**config.mk**
```make
export PLATFORM = sky130hd
export DESIGN_NAME = mbd_decode
export DESIGN_NICKNAME = d
export VERILOG_FILES = /design/src/mbd_pkg.sv /design/src/mbd_decode.sv /design/src/mbd_sync.sv
export SDC_FILE = /design/constraint.sdc
export NUM_CORES = 1
export LEC_CHECK = 0
export ABC_AREA = 1
export BUFFER_PORTS_ARGS = -buffer_cell sky130_fd_sc_hd__buf_2
export CAP_MARGIN = 40
export CORE_MARGIN = 3
export CORE_UTILIZATION = 45
export DETAILED_ROUTE_END_ITERATION = 12
export PLACE_DENSITY = 0.79
export SYNTH_ARGS = -nofsm -noshare
export SYNTH_HDL_FRONTEND = slang
export SYNTH_HIERARCHICAL = 1
export SYNTH_SLANG_ARGS = --single-unit
export TNS_END_PERCENT = 5
```
**constraint.sdc**
```tcl
create_clock -name core_clk_i -period 2.55 [get_ports core_clk_i]
set_input_delay 0.51 -clock core_clk_i [delete_from_list [all_inputs] [get_ports core_clk_i]]
set_output_delay 0.51 -clock core_clk_i [all_outputs]
set_load 0.02 [all_outputs]
```
**src/mbd_pkg.sv**
```systemverilog
/*
  Constants for the memory board address decode block.
  Assumes a single core clock at 125 MHz; all straps are static levels.
*/
package mbd_pkg;
  // latched high address byte fields
  localparam int HALF_BIT = 7;
  localparam int BLK_HI = 6;
  localparam int BLK_LO = 5;
  localparam int SOCK_HI = 4;
  localparam int SOCK_LO = 3;
  localparam int BANK_BIT = 3;
  localparam int SEG_BIT = 2;
  // top 4 KB lives in 8 KB block 3, sockets 2 and 3
  localparam logic [1:0] TOP_BLOCK = 2'h3;
  localparam int NUM_SOCK = 16;
  localparam int NUM_BLK = 4;
  // reset values
  localparam logic [7:0] ADDR_RST = 8'h00;
  localparam logic [15:0] SEL_RST = 16'h0000;
  localparam logic [3:0] WR_RST = 4'h0;
  localparam logic [1:0] SYNC_RST = 2'h0;
  // pin synchroniser depth in cycles
  localparam int SYNC_CYCLES = 2;
endpackage

```
**src/mbd_decode.sv**
```systemverilog
/*
  Address decode and inhibit logic of a 32 KB socketed memory board.
  Assumes a bus master driving multiplexed address, strobes and two
  timing pulses; straps are static and sampled through synchronisers.
*/
// Behaviour
// - both bank inhibits kill whole top 4 KB
// - one-of-four decoder picks one 1 KB hole
// - hole confined to strap-chosen 2 KB bank
// - hole works with bank inhibits inactive
// - each 8 KB block independently ROM or RAM
// - ROM and RAM straps exclusive per block
// - inhibits only in top 4 KB of half
// - default hole lower 1 KB, strap moves up
// - latch high address on latch pulse fall
// - half chosen by latched bit 7 vs strap
// - buffers off unless selected; read drives bus
// - memory output enable gated by gate pulse
`timescale 1ns/1ps
`default_nettype none
module mbd_decode import mbd_pkg::*; (
  // clock and reset
  input wire logic core_clk_i,
  input wire logic rst_n_i,
  // backplane bus
  input wire logic [7:0] addr_i,
  input wire logic address_latch_pulse_i,
  input wire logic output_gate_pulse_i,
  input wire logic mem_read_n_i,
  input wire logic mem_write_n_i,
  // straps
  input wire logic half_select_straps_i,
  input wire logic [1:0] bank_inhibit_straps_i,
  input wire logic [3:0] rom_select_straps_i,
  input wire logic [3:0] ram_select_straps_i,
  input wire logic hole_enable_i,
  input wire logic hole_bank_upper_i,
  input wire logic hole_seg_upper_i,
  // socket and buffer controls
  output logic [15:0] sock_sel_o,
  output logic [3:0] blk_write_o,
  output logic mem_oe_o,
  output logic board_select_o,
  output logic buf_to_bus_o,
  output logic buf_to_mem_o,
  output logic strap_fault_o
);

  localparam int NSYNC = 16;
  logic [NSYNC-1:0] raw;
  logic [NSYNC-1:0] syn;
  logic [7:0] a_s;
  logic alp_s, ogp_s, rd_n_s, wr_n_s, half_s, en_s, bank_s, seg_s;
  logic rd_on_s, wr_on_s;
  logic [1:0] binh_s;
  logic [3:0] rom_s, ram_s, ram_n_s;

  // strobes and ram straps enter inverted, so the zero reset of the
  // flops reads as idle bus and valid straps: no phantom read and no
  // strap fault in the first cycles after reset
  assign raw = {addr_i, address_latch_pulse_i, output_gate_pulse_i,
                ~mem_read_n_i, ~mem_write_n_i, half_select_straps_i,
                hole_enable_i, hole_bank_upper_i, hole_seg_upper_i};
  assign {a_s, alp_s, ogp_s, rd_on_s, wr_on_s, half_s, en_s, bank_s,
          seg_s} = syn;
  assign rd_n_s = ~rd_on_s;
  assign wr_n_s = ~wr_on_s;
  assign ram_s = ~ram_n_s;

  // all pins pass two flops before use
  mbd_sync #(.W(NSYNC)) u_sync (
    .core_clk_i(core_clk_i),
    .rst_n_i(rst_n_i),
    .d_i(raw),
    .q_o(syn)
  );
  mbd_sync #(.W(10)) u_sync_s (
    .core_clk_i(core_clk_i),
    .rst_n_i(rst_n_i),
    .d_i({bank_inhibit_straps_i, rom_select_straps_i,
          ~ram_select_straps_i}),
    .q_o({binh_s, rom_s, ram_n_s})
  );

  // address latch state
  logic [7:0] hi_addr_r, hi_addr_nxt;
  logic alp_d_r, alp_d_nxt;

  // trailing edge of latch pulse captures high byte
  always_comb begin
    alp_d_nxt = alp_s;
    hi_addr_nxt = hi_addr_r;
    if (alp_d_r && !alp_s) begin
      hi_addr_nxt = a_s;
    end
  end

  always_ff @(posedge core_clk_i or negedge rst_n_i) begin
    if (!rst_n_i) begin
      hi_addr_r <= ADDR_RST;
      alp_d_r <= 1'b0;
    end else begin
      hi_addr_r <= hi_addr_nxt;
      alp_d_r <= alp_d_nxt;
    end
  end

  // decode of the held address
  logic half_ok, in_top, in_bank, hole_hit, inhibit, cycle, sel_any;
  logic [1:0] blk;
  logic [1:0] sock;
  logic [3:0] ok_blk;
  logic [15:0] sel_nxt, sel_r;
  logic [3:0] wr_nxt, wr_r;
  logic oe_nxt, oe_r, bsel_nxt, bsel_r, tb_nxt, tb_r, tm_nxt, tm_r;
  logic flt_nxt, flt_r;

  always_comb begin
    blk = hi_addr_r[BLK_HI:BLK_LO];
    sock = hi_addr_r[SOCK_HI:SOCK_LO];
    half_ok = (hi_addr_r[HALF_BIT] == half_s);
    // holes only ever in top 4 KB of the half
    in_top = (blk == TOP_BLOCK) && sock[1];
    // bank inhibit: bit0 lower bank, bit1 upper bank
    inhibit = in_top && binh_s[sock[0]];
    // 1-of-4 hole decoder over {bank, segment}
    in_bank = (sock[0] == bank_s);
    hole_hit = en_s && in_top && in_bank
               && (hi_addr_r[SEG_BIT] == seg_s);
    // a straps pair that is both or neither selects nothing
    ok_blk = rom_s ^ ram_s;
    cycle = !rd_n_s || !wr_n_s;
    sel_any = cycle && half_ok && !inhibit && !hole_hit && ok_blk[blk];
    sel_nxt = SEL_RST;
    wr_nxt = WR_RST;
    if (sel_any) begin
      sel_nxt[{blk, sock}] = 1'b1;
    end
    // rom blocks ignore write strobes
    for (int i = 0; i < NUM_BLK; i++) begin
      wr_nxt[i] = sel_any && (blk == i[1:0]) && !wr_n_s
                  && ram_s[i] && !rom_s[i];
    end
    // output enable only in the gate pulse window
    oe_nxt = sel_any && !rd_n_s && ogp_s;
    bsel_nxt = sel_any;
    tb_nxt = sel_any && !rd_n_s;
    tm_nxt = sel_any && rd_n_s;
    flt_nxt = |(~ok_blk);
  end

  always_ff @(posedge core_clk_i or negedge rst_n_i) begin
    if (!rst_n_i) begin
      sel_r <= SEL_RST;
      wr_r <= WR_RST;
      oe_r <= 1'b0;
      bsel_r <= 1'b0;
      tb_r <= 1'b0;
      tm_r <= 1'b0;
      flt_r <= 1'b0;
    end else begin
      sel_r <= sel_nxt;
      wr_r <= wr_nxt;
      oe_r <= oe_nxt;
      bsel_r <= bsel_nxt;
      tb_r <= tb_nxt;
      tm_r <= tm_nxt;
      flt_r <= flt_nxt;
    end
  end

  assign sock_sel_o = sel_r;
  assign blk_write_o = wr_r;
  assign mem_oe_o = oe_r;
  assign board_select_o = bsel_r;
  assign buf_to_bus_o = tb_r;
  assign buf_to_mem_o = tm_r;
  assign strap_fault_o = flt_r;
endmodule
`default_nettype wire

```
**src/mbd_sync.sv**
```systemverilog
/*
  Two-flop synchroniser for a vector of pin levels.
  Assumes inputs are asynchronous to core_clk_i.
*/
`timescale 1ns/1ps
`default_nettype none
module mbd_sync import mbd_pkg::*; #(
  parameter int W = 1
) (
  // clock and reset
  input wire logic core_clk_i,
  input wire logic rst_n_i,
  // levels
  input wire logic [W-1:0] d_i,
  output logic [W-1:0] q_o
);
  logic [W-1:0] meta_r;
  logic [W-1:0] meta_nxt;
  logic [W-1:0] q_r;
  logic [W-1:0] q_nxt;

  // first stage is read only by the second
  always_comb begin
    meta_nxt = d_i;
    q_nxt = meta_r;
  end

  always_ff @(posedge core_clk_i or negedge rst_n_i) begin
    if (!rst_n_i) begin
      meta_r <= '0;
      q_r <= '0;
    end else begin
      meta_r <= meta_nxt;
      q_r <= q_nxt;
    end
  end

  assign q_o = q_r;
endmodule
`default_nettype wire

```
* After elaboration in Yosys (flattened, before gate mapping)
Index checks and enable logic that the tools add are counted.
** Storage, ports and cells
- Register bits after elaboration :: 86
- Input bits :: 28
- Output and inout port bits :: 25
- Logic and storage cells :: 77
** Operators by class
- $lt $le $gt $ge :: 4
- Equal/unequal tests :: 6
- Multiplexer cells :: 7
- Bitwise logic cells :: 7
- Reductions and logical operators :: 40
** Operators with widths (count)
- $logic_and 1x1->1 :: 30
- $mux 16 :: 1
- $not 4->4 :: 3
- $logic_not 1->1 :: 7
- $lt 4x5->1 const B :: 1
- $demux 1 s4 :: 1
- $eq 2x2->1 const B :: 2
- $ge 4x1->1 const B :: 1
- $mux 1 :: 4
- $reduce_or 4->1 :: 1
- $xor 4x4->4 :: 1
- $eq 1x1->1 :: 3
- $lt 2x3->1 const B :: 1
- $not 1->1 :: 3
- $bmux 1 s2 :: 1
- $eq 2x1->1 const B :: 1
- $logic_not 2->1 :: 1
- $lt 1x2->1 const B :: 1
- $logic_or 1x1->1 :: 1

* Logic depth before layout (Yosys ltp)
Gate-level depths: netlist of the first run.
- Depth in word-level cells :: 12
- Depth in mapped cells :: 7
- Mapped depth without buffers :: 7

* Modules after synthesis
The synthesis of the first run kept the hierarchy.
** By module, submodules not included
- mbd_decode :: times used 1, cells each 149, area an instance 1368.8 um^2, sequential area each 800.8 um^2
- mbd_sync at u_sync :: times used 1, cells each 32, area an instance 800.8 um^2, sequential area each 800.8 um^2
- mbd_sync at u_sync_s :: times used 1, cells each 20, area an instance 500.5 um^2, sequential area each 500.5 um^2

* Worst setup path after synthesis of the first run
Ideal clock, no wire load.
- Kind :: register -> register
- Start point :: reg hi_addr_r[5]
- End point :: reg sel_r[5] (netlist: sock_sel_o[5])
- Setup time :: 0.074 ns
- Arrival time :: 1.105 ns
- Data required time :: 2.476 ns
- Slack :: 1.371 ns
- Cell stages (with the launch flop) :: 8
- Path buffers :: 0
- Clock period less this slack :: 1.179 ns
- Path through :: dfrtp_1 inv_1 nor2_2 nand3_1 nand2_2 nor2_4 nand3_4 nor2_1
** On the way
- Word-level cells in the longest chain between the ends :: 9
- Elaborated cells on any way between the ends :: 19
- Classes of those cells :: order compare: 2; eq/ne: 1; mux: 5; reduce/logical: 11
** RTL lines
- start: declaration :: line mbd_decode.sv:86 : logic [7:0] hi_addr_r, hi_addr_nxt;
- start signal: assignment :: line mbd_decode.sv:103 : hi_addr_r <= hi_addr_nxt;
- parallel branches: the longest is 8 deep, another holds $lt 4x5->1
- $mux 16 * :: line mbd_decode.sv:136 : if (sel_any) begin
- via sel_nxt[5] :: line mbd_decode.sv:113 : logic [15:0] sel_nxt, sel_r;
- end signal: assignment :: line mbd_decode.sv:162 : sel_r <= sel_nxt;
- end: declaration :: line mbd_decode.sv:113
Mark *: on every way through the listed nets, which the timed path passes. The select of a mux whose other input is x is not followed.
A chain may end at the register's enable or synchronous reset.

* Worst setup path in the final report of the first run
- Start point :: reg sel_r[15] (netlist: sock_sel_o[15])
- End point :: out sock_sel_o[15]
** RTL lines
- end: declaration :: line mbd_decode.sv:40 : output logic [15:0] sock_sel_o,
No word-level cell between the ends.

==> flow_metrics.env, run 1 <==
export IMPL_dp_cells=318
export IMPL_end_kind="output pin"
export IMPL_clk_latency_ns=0.35
export IMPL_hp_class="in -> async"
export IMPL_core_area_um2=5300
export IMPL_root_buffer="clkbuf_8"
export IMPL_fill_cells=460
export IMPL_cts_resized=0
export IMPL_synthCells=197
export IMPL_die_w_um=81.6
export IMPL_die_area_um2=6650
export IMPL_numCtsBuffers=9
export IMPL_critical_path_buf_inv_count=1
export IMPL_holdBufCountCts=0
export IMPL_syn_to_final_growth_pct=21.5
export IMPL_hold_viol=0
export IMPL_regToRegSetupSlack_ns=1.20
export IMPL_cts_max_level=3
export IMPL_setup_viol=0
export IMPL_grt_use_total=0.131
export IMPL_cp_startpoint="sock_sel_o[15]$_DFF_PN0_"
export IMPL_pin_count=53
export IMPL_maxCapViolations=0
export IMPL_via_per_inst=4.34
export IMPL_cts_tree="yes"
export IMPL_crit_family="flip-flops"
export IMPL_power_density_nw_per_um2=777
export IMPL_wl_per_cell_um=11.0
export IMPL_outcome="completed"
export IMPL_total_power_uw=2430
export IMPL_gp_congestion=0.828
export IMPL_r2r_end="blk_write_o[2]$_DFF_PN0_"
export IMPL_drtIter0Drc=44
export IMPL_finalNonFillerCells=334
export IMPL_die_h_um=81.6
export IMPL_overflow=0
export IMPL_dpl_hpwl_um=2710
export IMPL_clk_pin_slew_ns=0.08
export IMPL_multiInputGateArea_um2=474
export IMPL_syn_cell_area_um2=2570
export IMPL_report_final_slew_viol_count=0
export IMPL_crit_end="sock_sel_o[15]"
export IMPL_fp_row_count=26
export IMPL_cp_slowest_stage_delay_ns=0.38
export IMPL_reg2reg_depth=7
export IMPL_crit_chain="buf_2"
export IMPL_cts_setup_buffers=0
export IMPL_drive_gt1_frac=0.330
export IMPL_fmax_ghz=0.718
export IMPL_start_util=0.485
export IMPL_mappedNetlistNets=225
export IMPL_cp_max_fo=1
export IMPL_wl_um=3680
export IMPL_rsz0062_at_grt="no"
export IMPL_finalCriticalPeriod_ns=1.39
export IMPL_drcViolationCount=0
export IMPL_power_leakage_uw=0.00162
export IMPL_grt_max_degree=47
export IMPL_arrival_ns=0.88
export IMPL_numClockSinks=80
export IMPL_via_count=1448
export IMPL_worst_setup_path_type="reg -> out"
export IMPL_ant_nets=0
export IMPL_relSlewSlack=0.717
export IMPL_numPortBuffers=50
export IMPL_first_pass_iters=4
export IMPL_start_kind="flip-flop"
export IMPL_synth_warnings=6
export IMPL_fin_setup_tns_ns=0
export IMPL_r2r_start="hi_addr_r[6]$_DFFE_PN0P_"
export IMPL_skew_ns=0.00955
export IMPL_grt_antenna_before_repair=0
export IMPL_grt_pass1_vias=1452
export IMPL_cp_num_cells=1
export IMPL_layout_nets=287
export IMPL_hold_ws_ns=0.0991
export IMPL_slowest_stage="dfrtp_1"
export IMPL_num_antenna_cells=0
export IMPL_synth_area_per_cell_um2=13.0
export IMPL_required_ns=2.04
export IMPL_cts_buffer_depth=2
export IMPL_grt_pass1_wl_um=6150
export IMPL_worst_slew_pin_slew_ns=0.424
export IMPL_period_share=0.546
export IMPL_seq_area_um2=2000
export IMPL_ir_worst_vdd_uv=413
[metrics by stage]
step           worst slack (ns)  area (um^2)   util
2_1_floorplan              1.37         2570      -
3_3_place_gp               1.24         2910  0.549
3_5_place_dp               1.20         2930  0.553
4_1_cts                    1.14         3120  0.589
5_1_grt                    1.05         3120  0.589
6_report                   1.16         3120  0.589
[report_power, final]
part	total (uW)	internal, uW	switching (uW)
logic	213	71.6	141
registers	1370	1330	32.2
clock network	847	411	436
[flip-flops by register name (all words and copies together) (netlist names), 4 cells and up]
register,flops
u_sync_s/meta_r,10
sock_sel_o,16
u_sync/meta_r,14
hi_addr_r,6
u_sync/q_o,14
u_sync_s/q_o,10
blk_write_o,4
[worst min-delay path by stage]
stage	startpoint	end	slack, ns	cells past startpoint
6_report	rst_n_i	board_select_o$_DFF_PN0_	0.1	1
3_5_place_dp	u_sync_s/meta_r[4]$_DFF_PN0_	u_sync_s/q_o[4]$_DFF_PN0_	0.33	0
4_1_cts	rst_n_i	u_sync/q_o[5]$_DFF_PN0_	0.1	1
3_3_place_gp	u_sync/meta_r[7]$_DFF_PN0_	u_sync/q_o[7]$_DFF_PN0_	0.33	0
2_1_floorplan	rst_n_i	alp_d_r$_DFF_PN0_	0.21	0
5_1_grt	rst_n_i	blk_write_o[0]$_DFF_PN0_	0.11	1
[cells in the final DEF, fill, tap and decap left out, drive strengths merged]
cell type   n
a21oi       5
buf        51
clkbuf     11
clkinv      1
clkinvlp    3
dfrtp      80
inv        26
mux2        2
nand2      30
nand3      12
nand4       6
nor2       34
or2         1
xnor2       2
[layer usage]
| layer | vias to the layer above | GRT usage | share of wire |
|---|---|---|---|
| met2 | 46 | 0.209 | 0.49 |
| met5 | - | 0 | 0 |
| li1 | 727 | - | - |
| met3 | 4 | 0.0691 | 0.092 |
| met4 | 0 | 0.0598 | 0.0087 |
| met1 | 671 | 0.145 | 0.41 |
[layout make-up]
cell class	instances	area share
Inverter	25	0.0301
Tap cell	70	0.0281
Multi-Input combinational cell	92	0.152
Clock buffer	11	0.0485
Clock inverter	5	0.0128
Timing Repair Buffer	51	0.0874
Sequential cell	80	0.641
Note: power is estimated with default switching activity, not from simulation.
==> run 2, diff against run 1 <==
==> constraint.sdc (replaced) <==
create_clock -name core_clk_i -period 1.35 [get_ports core_clk_i]
set_input_delay 0.27 -clock core_clk_i [delete_from_list [all_inputs] [get_ports core_clk_i]]
set_output_delay 0.27 -clock core_clk_i [all_outputs]
set_load 0.02 [all_outputs]
==> flow_metrics.env, run 2 (same netlist as run 1, synthesis figures left out) <==
export IMPL_seq_area_um2=2000
export IMPL_cts_tree="yes"
export IMPL_clk_latency_ns=0.34
export IMPL_violations="setup timing"
export IMPL_relSlewSlack=0.729
export IMPL_final_cell_mix="78 x dfrtp_1, 49 x buf_2, 28 x nand2_1"
export IMPL_min_to="u_sync/meta_r[7]$_DFF_PN0_"
export IMPL_worst_slew_pin_slew_ns=0.406
export IMPL_fmax_ghz=0.738
export IMPL_hold_path_startpoint="address_latch_pulse_i"
export IMPL_via_count=1496
export IMPL_grt_antenna_before_repair=0
export IMPL_die_area_um2=6650
export IMPL_finalCriticalPeriod_ns=1.36
export IMPL_largest_reg_flops=16
export IMPL_grt_pass1_vias=1509
export IMPL_hp_class="in -> reg"
export IMPL_ir_worst_vdd_uv=815
export IMPL_clk_pin_slew_ns=0.08
export IMPL_drive_gt1_frac=0.372
export IMPL_dpl_hpwl_um=2850
export IMPL_hold_depth=1
export IMPL_overflow=0
export IMPL_rsz0062_at_grt="yes"
export IMPL_drcViolationCount=0
export IMPL_cts_max_level=3
export IMPL_numCtsBuffers=9
export IMPL_grt_use_total=0.137
export IMPL_required_ns=1.61
export IMPL_period_share=1.00
export IMPL_power_density_nw_per_um2=1520
export IMPL_grt_pass1_wl_um=6520
export IMPL_start_kind="flip-flop"
export IMPL_cts_buffer_depth=2
export IMPL_syn_to_final_growth_pct=27.1
export IMPL_multiInputGateArea_um2=494
export IMPL_fin_setup_tns_ns=-0.00583
export IMPL_skew_ns=0.0101
export IMPL_arrival_ns=1.61
export IMPL_end_kind="flip-flop"
export IMPL_ant_nets=0
export IMPL_pre_cts_ws_ns=0.00603
export IMPL_num_antenna_cells=0
export IMPL_start_util=0.485
export IMPL_hold_ws_ns=0.0327
export IMPL_die_w_um=81.6
export IMPL_fp_row_count=26
export IMPL_layout_nets=297
export IMPL_report_final_slew_viol_count=0
export IMPL_wl_um=3830
export IMPL_regToRegSetupSlack_ns=-0.006
export IMPL_core_area_um2=5300
export IMPL_root_buffer="clkbuf_8"
export IMPL_pin_count=53
export IMPL_first_pass_iters=4
export IMPL_numClockSinks=80
export IMPL_via_per_inst=4.35
export IMPL_hold_viol=0
export IMPL_maxCapViolations=0
export IMPL_drtIter0Drc=53
export IMPL_grt_max_degree=33
export IMPL_fin_ws_ns=-0.00583
export IMPL_fill_cells=429
export IMPL_power_leakage_uw=0.00169
export IMPL_outcome="finished with violations"
export IMPL_cp_max_fo=6
export IMPL_setup_viol=1
export IMPL_r2r_start="hi_addr_r[5]$_DFFE_PN0P_"
export IMPL_gp_congestion=0.839
export IMPL_die_h_um=81.6
export IMPL_numPortBuffers=50
export IMPL_worst_setup_path_type="reg -> reg"
export IMPL_reg2reg_depth=7
export IMPL_wl_per_cell_um=11.1
export IMPL_r2r_end="blk_write_o[1]$_DFF_PN0_"
export IMPL_final_common_cell="dfrtp_1"
## run 2: cell types whose count changed in the layout (fill, tap and decap cells not counted), moves of 2 or more
cell,delta
bufinv_16,+2
clkinvlp_4,-2
dfrtp_2,+2
nor2_4,+2
dfrtp_1,-2
inv_1,-2
inv_2,+2
buf_4,+8
## run 2: power breakdown
part           switching (uW)  internal, uW  leakage, uW
logic                     293           178     0.000600
clock network             773          1150     0.000113
registers                57.1          2520     0.000978
## run 2: cell type report
class	count	area share
sequential	80	0.614
clock buffer	12	0.0475
inverter	25	0.0287
timing repair buffer	61	0.108
tap	70	0.0268
clock inverter	4	0.0234
multi-input combinational	92	0.151
## run 2: layer usage
metal | vias to the layer above | part of all wire | GRT usage
li1 | 753 | - | -
met1 | 680 | 0.42 | 0.160
met2 | 53 | 0.47 | 0.213
met3 | 10 | 0.084 | 0.0625
met4 | 0 | 0.024 | 0.0714
met5 | - | 0 | 0
## run 2: how the worst max path moves through the flow
stage                             startpoint                  endpoint  depth (start not counted)
floorplan           hi_addr_r[5]$_DFFE_PN0P_   sock_sel_o[5]$_DFF_PN0_                          7
global placement    hi_addr_r[6]$_DFFE_PN0P_   sock_sel_o[2]$_DFF_PN0_                          7
detailed placement  hi_addr_r[5]$_DFFE_PN0P_   sock_sel_o[6]$_DFF_PN0_                          7
CTS                 hi_addr_r[6]$_DFFE_PN0P_   sock_sel_o[6]$_DFF_PN0_                          7
global route        hi_addr_r[5]$_DFFE_PN0P_  blk_write_o[1]$_DFF_PN0_                          7
finish              hi_addr_r[5]$_DFFE_PN0P_  blk_write_o[1]$_DFF_PN0_                          7
## run 2: critical path: stages, from the launching register on
cell	delay (ns)
dfrtp_2	0.42
buf_4	0.14
nor2_4	0.04
nand3_2	0.07
nand2_2	0.06
nor2_4	0.18
nand4_1	0.20
nor2_1	0.15
## run 2: per-stage QoR
step | util | cell area, um^2 | total power, uW | std cells
after global routing | 0.616 | 3270 | 5220 | 344
after detailed placement | 0.561 | 2980 | 3070 | 324
after floorplan | - | 2570 | 2870 | 197
after global placement | 0.561 | 2980 | 3050 | 324
final | 0.616 | 3270 | 4970 | 344
after CTS | 0.615 | 3260 | 5050 | 344
## run 2: what timing repair did
action                                  4_1_cts  5_1_grt
buffers inserted                              3        0
pin swaps                                     4        4
hold endpoints to repair                     29        0
hold buffers                                  1        0
endpoints found under the setup margin        2       24
resized for setup                             8        2
==> run 3, diff against run 2 <==
--- a/config.mk
+++ b/config.mk
@@ -16,4 +16,4 @@
 export SYNTH_HDL_FRONTEND = slang
 export SYNTH_HIERARCHICAL = 1
 export SYNTH_SLANG_ARGS = --single-unit
-export TNS_END_PERCENT = 5
+export TNS_END_PERCENT = 20
==> flow_metrics.env, run 3 (same netlist as run 1, synthesis figures left out) <==
export IMPL_grt_max_degree=33
export IMPL_regToRegSetupSlack_ns=-0.05
export IMPL_power_density_nw_per_um2=1510
export IMPL_grt_pass1_vias=1509
export IMPL_numClockSinks=80
export IMPL_core_area_um2=5300
export IMPL_cts_buffer_depth=2
export IMPL_fill_cells=428
export IMPL_relSlewSlack=0.726
export IMPL_slowest_stage="dfrtp_2"
export IMPL_cts_max_level=3
export IMPL_grt_use_total=0.137
export IMPL_maxCapViolations=0
export IMPL_r2r_end="blk_write_o[1]$_DFF_PN0_"
export IMPL_report_final_slew_viol_count=0
export IMPL_cp_startpoint="hi_addr_r[5]$_DFFE_PN0P_"
export IMPL_drtIter0Drc=55
export IMPL_via_count=1513
export IMPL_hp_class="in -> reg"
export IMPL_final_cell_mix="78 x dfrtp_1, 49 x buf_2, 27 x nand2_1"
export IMPL_hold_ws_ns=0.0339
export IMPL_hold_path_startpoint="address_latch_pulse_i"
export IMPL_wl_per_cell_um=11.5
export IMPL_fp_row_count=26
export IMPL_worst_setup_path_type="reg -> reg"
export IMPL_cp_max_fo=6
export IMPL_start_kind="flip-flop"
export IMPL_final_common_cell="dfrtp_1"
export IMPL_largest_reg_flops=16
export IMPL_first_pass_iters=4
export IMPL_finalCriticalPeriod_ns=1.40
export IMPL_syn_to_final_growth_pct=28.5
export IMPL_die_area_um2=6650
export IMPL_seq_area_um2=2000
export IMPL_grt_antenna_before_repair=0
export IMPL_clk_pin_slew_ns=0.08
export IMPL_pin_count=53
export IMPL_power_leakage_uw=0.00171
export IMPL_r2r_start="hi_addr_r[5]$_DFFE_PN0P_"
export IMPL_via_per_inst=4.37
export IMPL_reg2reg_depth=7
export IMPL_required_ns=1.60
export IMPL_outcome="finished with violations"
export IMPL_num_antenna_cells=0
export IMPL_crit_top_cell="nor2_4"
export IMPL_setup_viol=6
export IMPL_cp_slowest_stage_delay_ns=0.47
export IMPL_gp_congestion=0.839
export IMPL_die_h_um=81.6
export IMPL_die_w_um=81.6
export IMPL_rsz0062_at_grt="yes"
export IMPL_period_share=1.04
export IMPL_hold_depth=1
export IMPL_fin_setup_tns_ns=-0.0822
export IMPL_clk_latency_ns=0.34
export IMPL_multiInputGateArea_um2=512
export IMPL_worst_slew_pin_slew_ns=0.411
export IMPL_grt_pass1_wl_um=6520
export IMPL_arrival_ns=1.65
export IMPL_root_buffer="clkbuf_8"
export IMPL_skew_ns=0.0102
export IMPL_crit_chain="inv_2, nor2_4, nand3_2, nand2_2, nor2_4, nand4_1, nor2_1"
export IMPL_drcViolationCount=0
export IMPL_drive_gt1_frac=0.388
export IMPL_start_util=0.485
export IMPL_min_to="u_sync/meta_r[7]$_DFF_PN0_"
export IMPL_numCtsBuffers=9
export IMPL_fin_ws_ns=-0.0539
export IMPL_numPortBuffers=50
export IMPL_overflow=0
export IMPL_fmax_ghz=0.712
export IMPL_end_kind="flip-flop"
export IMPL_hold_viol=0
export IMPL_wl_um=3990
export IMPL_cts_tree="yes"
export IMPL_ant_nets=0
export IMPL_dpl_hpwl_um=2850
export IMPL_ir_worst_vdd_uv=818
export IMPL_layout_nets=299
export IMPL_violations="setup timing"
-- run 3: metal layers --
layer | wire [um] | GRT usage | vias to the layer above
met5 | 0 | 0 | -
met4 | 93 | 0.0714 | 0
met3 | 313 | 0.0625 | 10
met2 | 1920 | 0.213 | 50
met1 | 1670 | 0.160 | 697
li1 | - | - | 756
-- run 3: area by class of cell --
class,instances,share of cell area
sequential,80,0.607
multi-input combinational,92,0.155
timing repair buffer,63,0.113
clock buffer,12,0.0470
inverter,25,0.0284
tap,70,0.0265
clock inverter,4,0.0231
-- run 3: critical path: cells and delay by family, from the launching register on --
kind,cells,cell delay [ns]
simple gates,6,0.74
buf+inv,1,0.11
flops,1,0.47
-- run 3: how the worst max path moves through the flow --
| stage | endpoint | slack [ns] | cells past startpoint |
|---|---|---|---|
| CTS | sock_sel_o[6]$_DFF_PN0_ | 0.003 | 7 |
| global placement | sock_sel_o[2]$_DFF_PN0_ | 0.08 | 7 |
| detailed placement | sock_sel_o[6]$_DFF_PN0_ | 0.006 | 7 |
| global route | blk_write_o[3]$_DFF_PN0_ | -0.12 | 7 |
| finish | blk_write_o[1]$_DFF_PN0_ | -0.05 | 7 |
| floorplan | sock_sel_o[5]$_DFF_PN0_ | 0.17 | 7 |
-- run 3: what timing repair did --
item | 4_1_cts | 5_1_grt
hold buffers | 1 | 0
pin swaps | 4 | 8
cloned | 0 | 0
hold endpoints to repair | 29 | 0
setup endpoints to repair | 2 | 24
buffers inserted | 3 | 2
resized for setup | 8 | 7
-- run 3: power breakdown --
| part | leakage, uW | internal, uW | switching (uW) |
|---|---|---|---|
| Clock | 0.000113 | 1150 | 773 |
| Sequential | 0.000978 | 2520 | 62.7 |
| Combinational | 0.000616 | 192 | 303 |
-- run 3: stage by stage --
| stage | area (um^2) | power, uW | setup slack, ns | utilization | instances |
|---|---|---|---|---|---|
| global route | 3300 | 5250 | -0.120 | 0.623 | 346 |
| global placement | 2980 | 3050 | 0.0771 | 0.561 | 324 |
| detailed placement | 2980 | 3070 | 0.00603 | 0.561 | 324 |
| CTS | 3260 | 5050 | 0.00292 | 0.615 | 344 |
| floorplan | 2570 | 2870 | 0.171 | - | 197 |
| finish | 3300 | 5000 | -0.0539 | 0.623 | 346 |
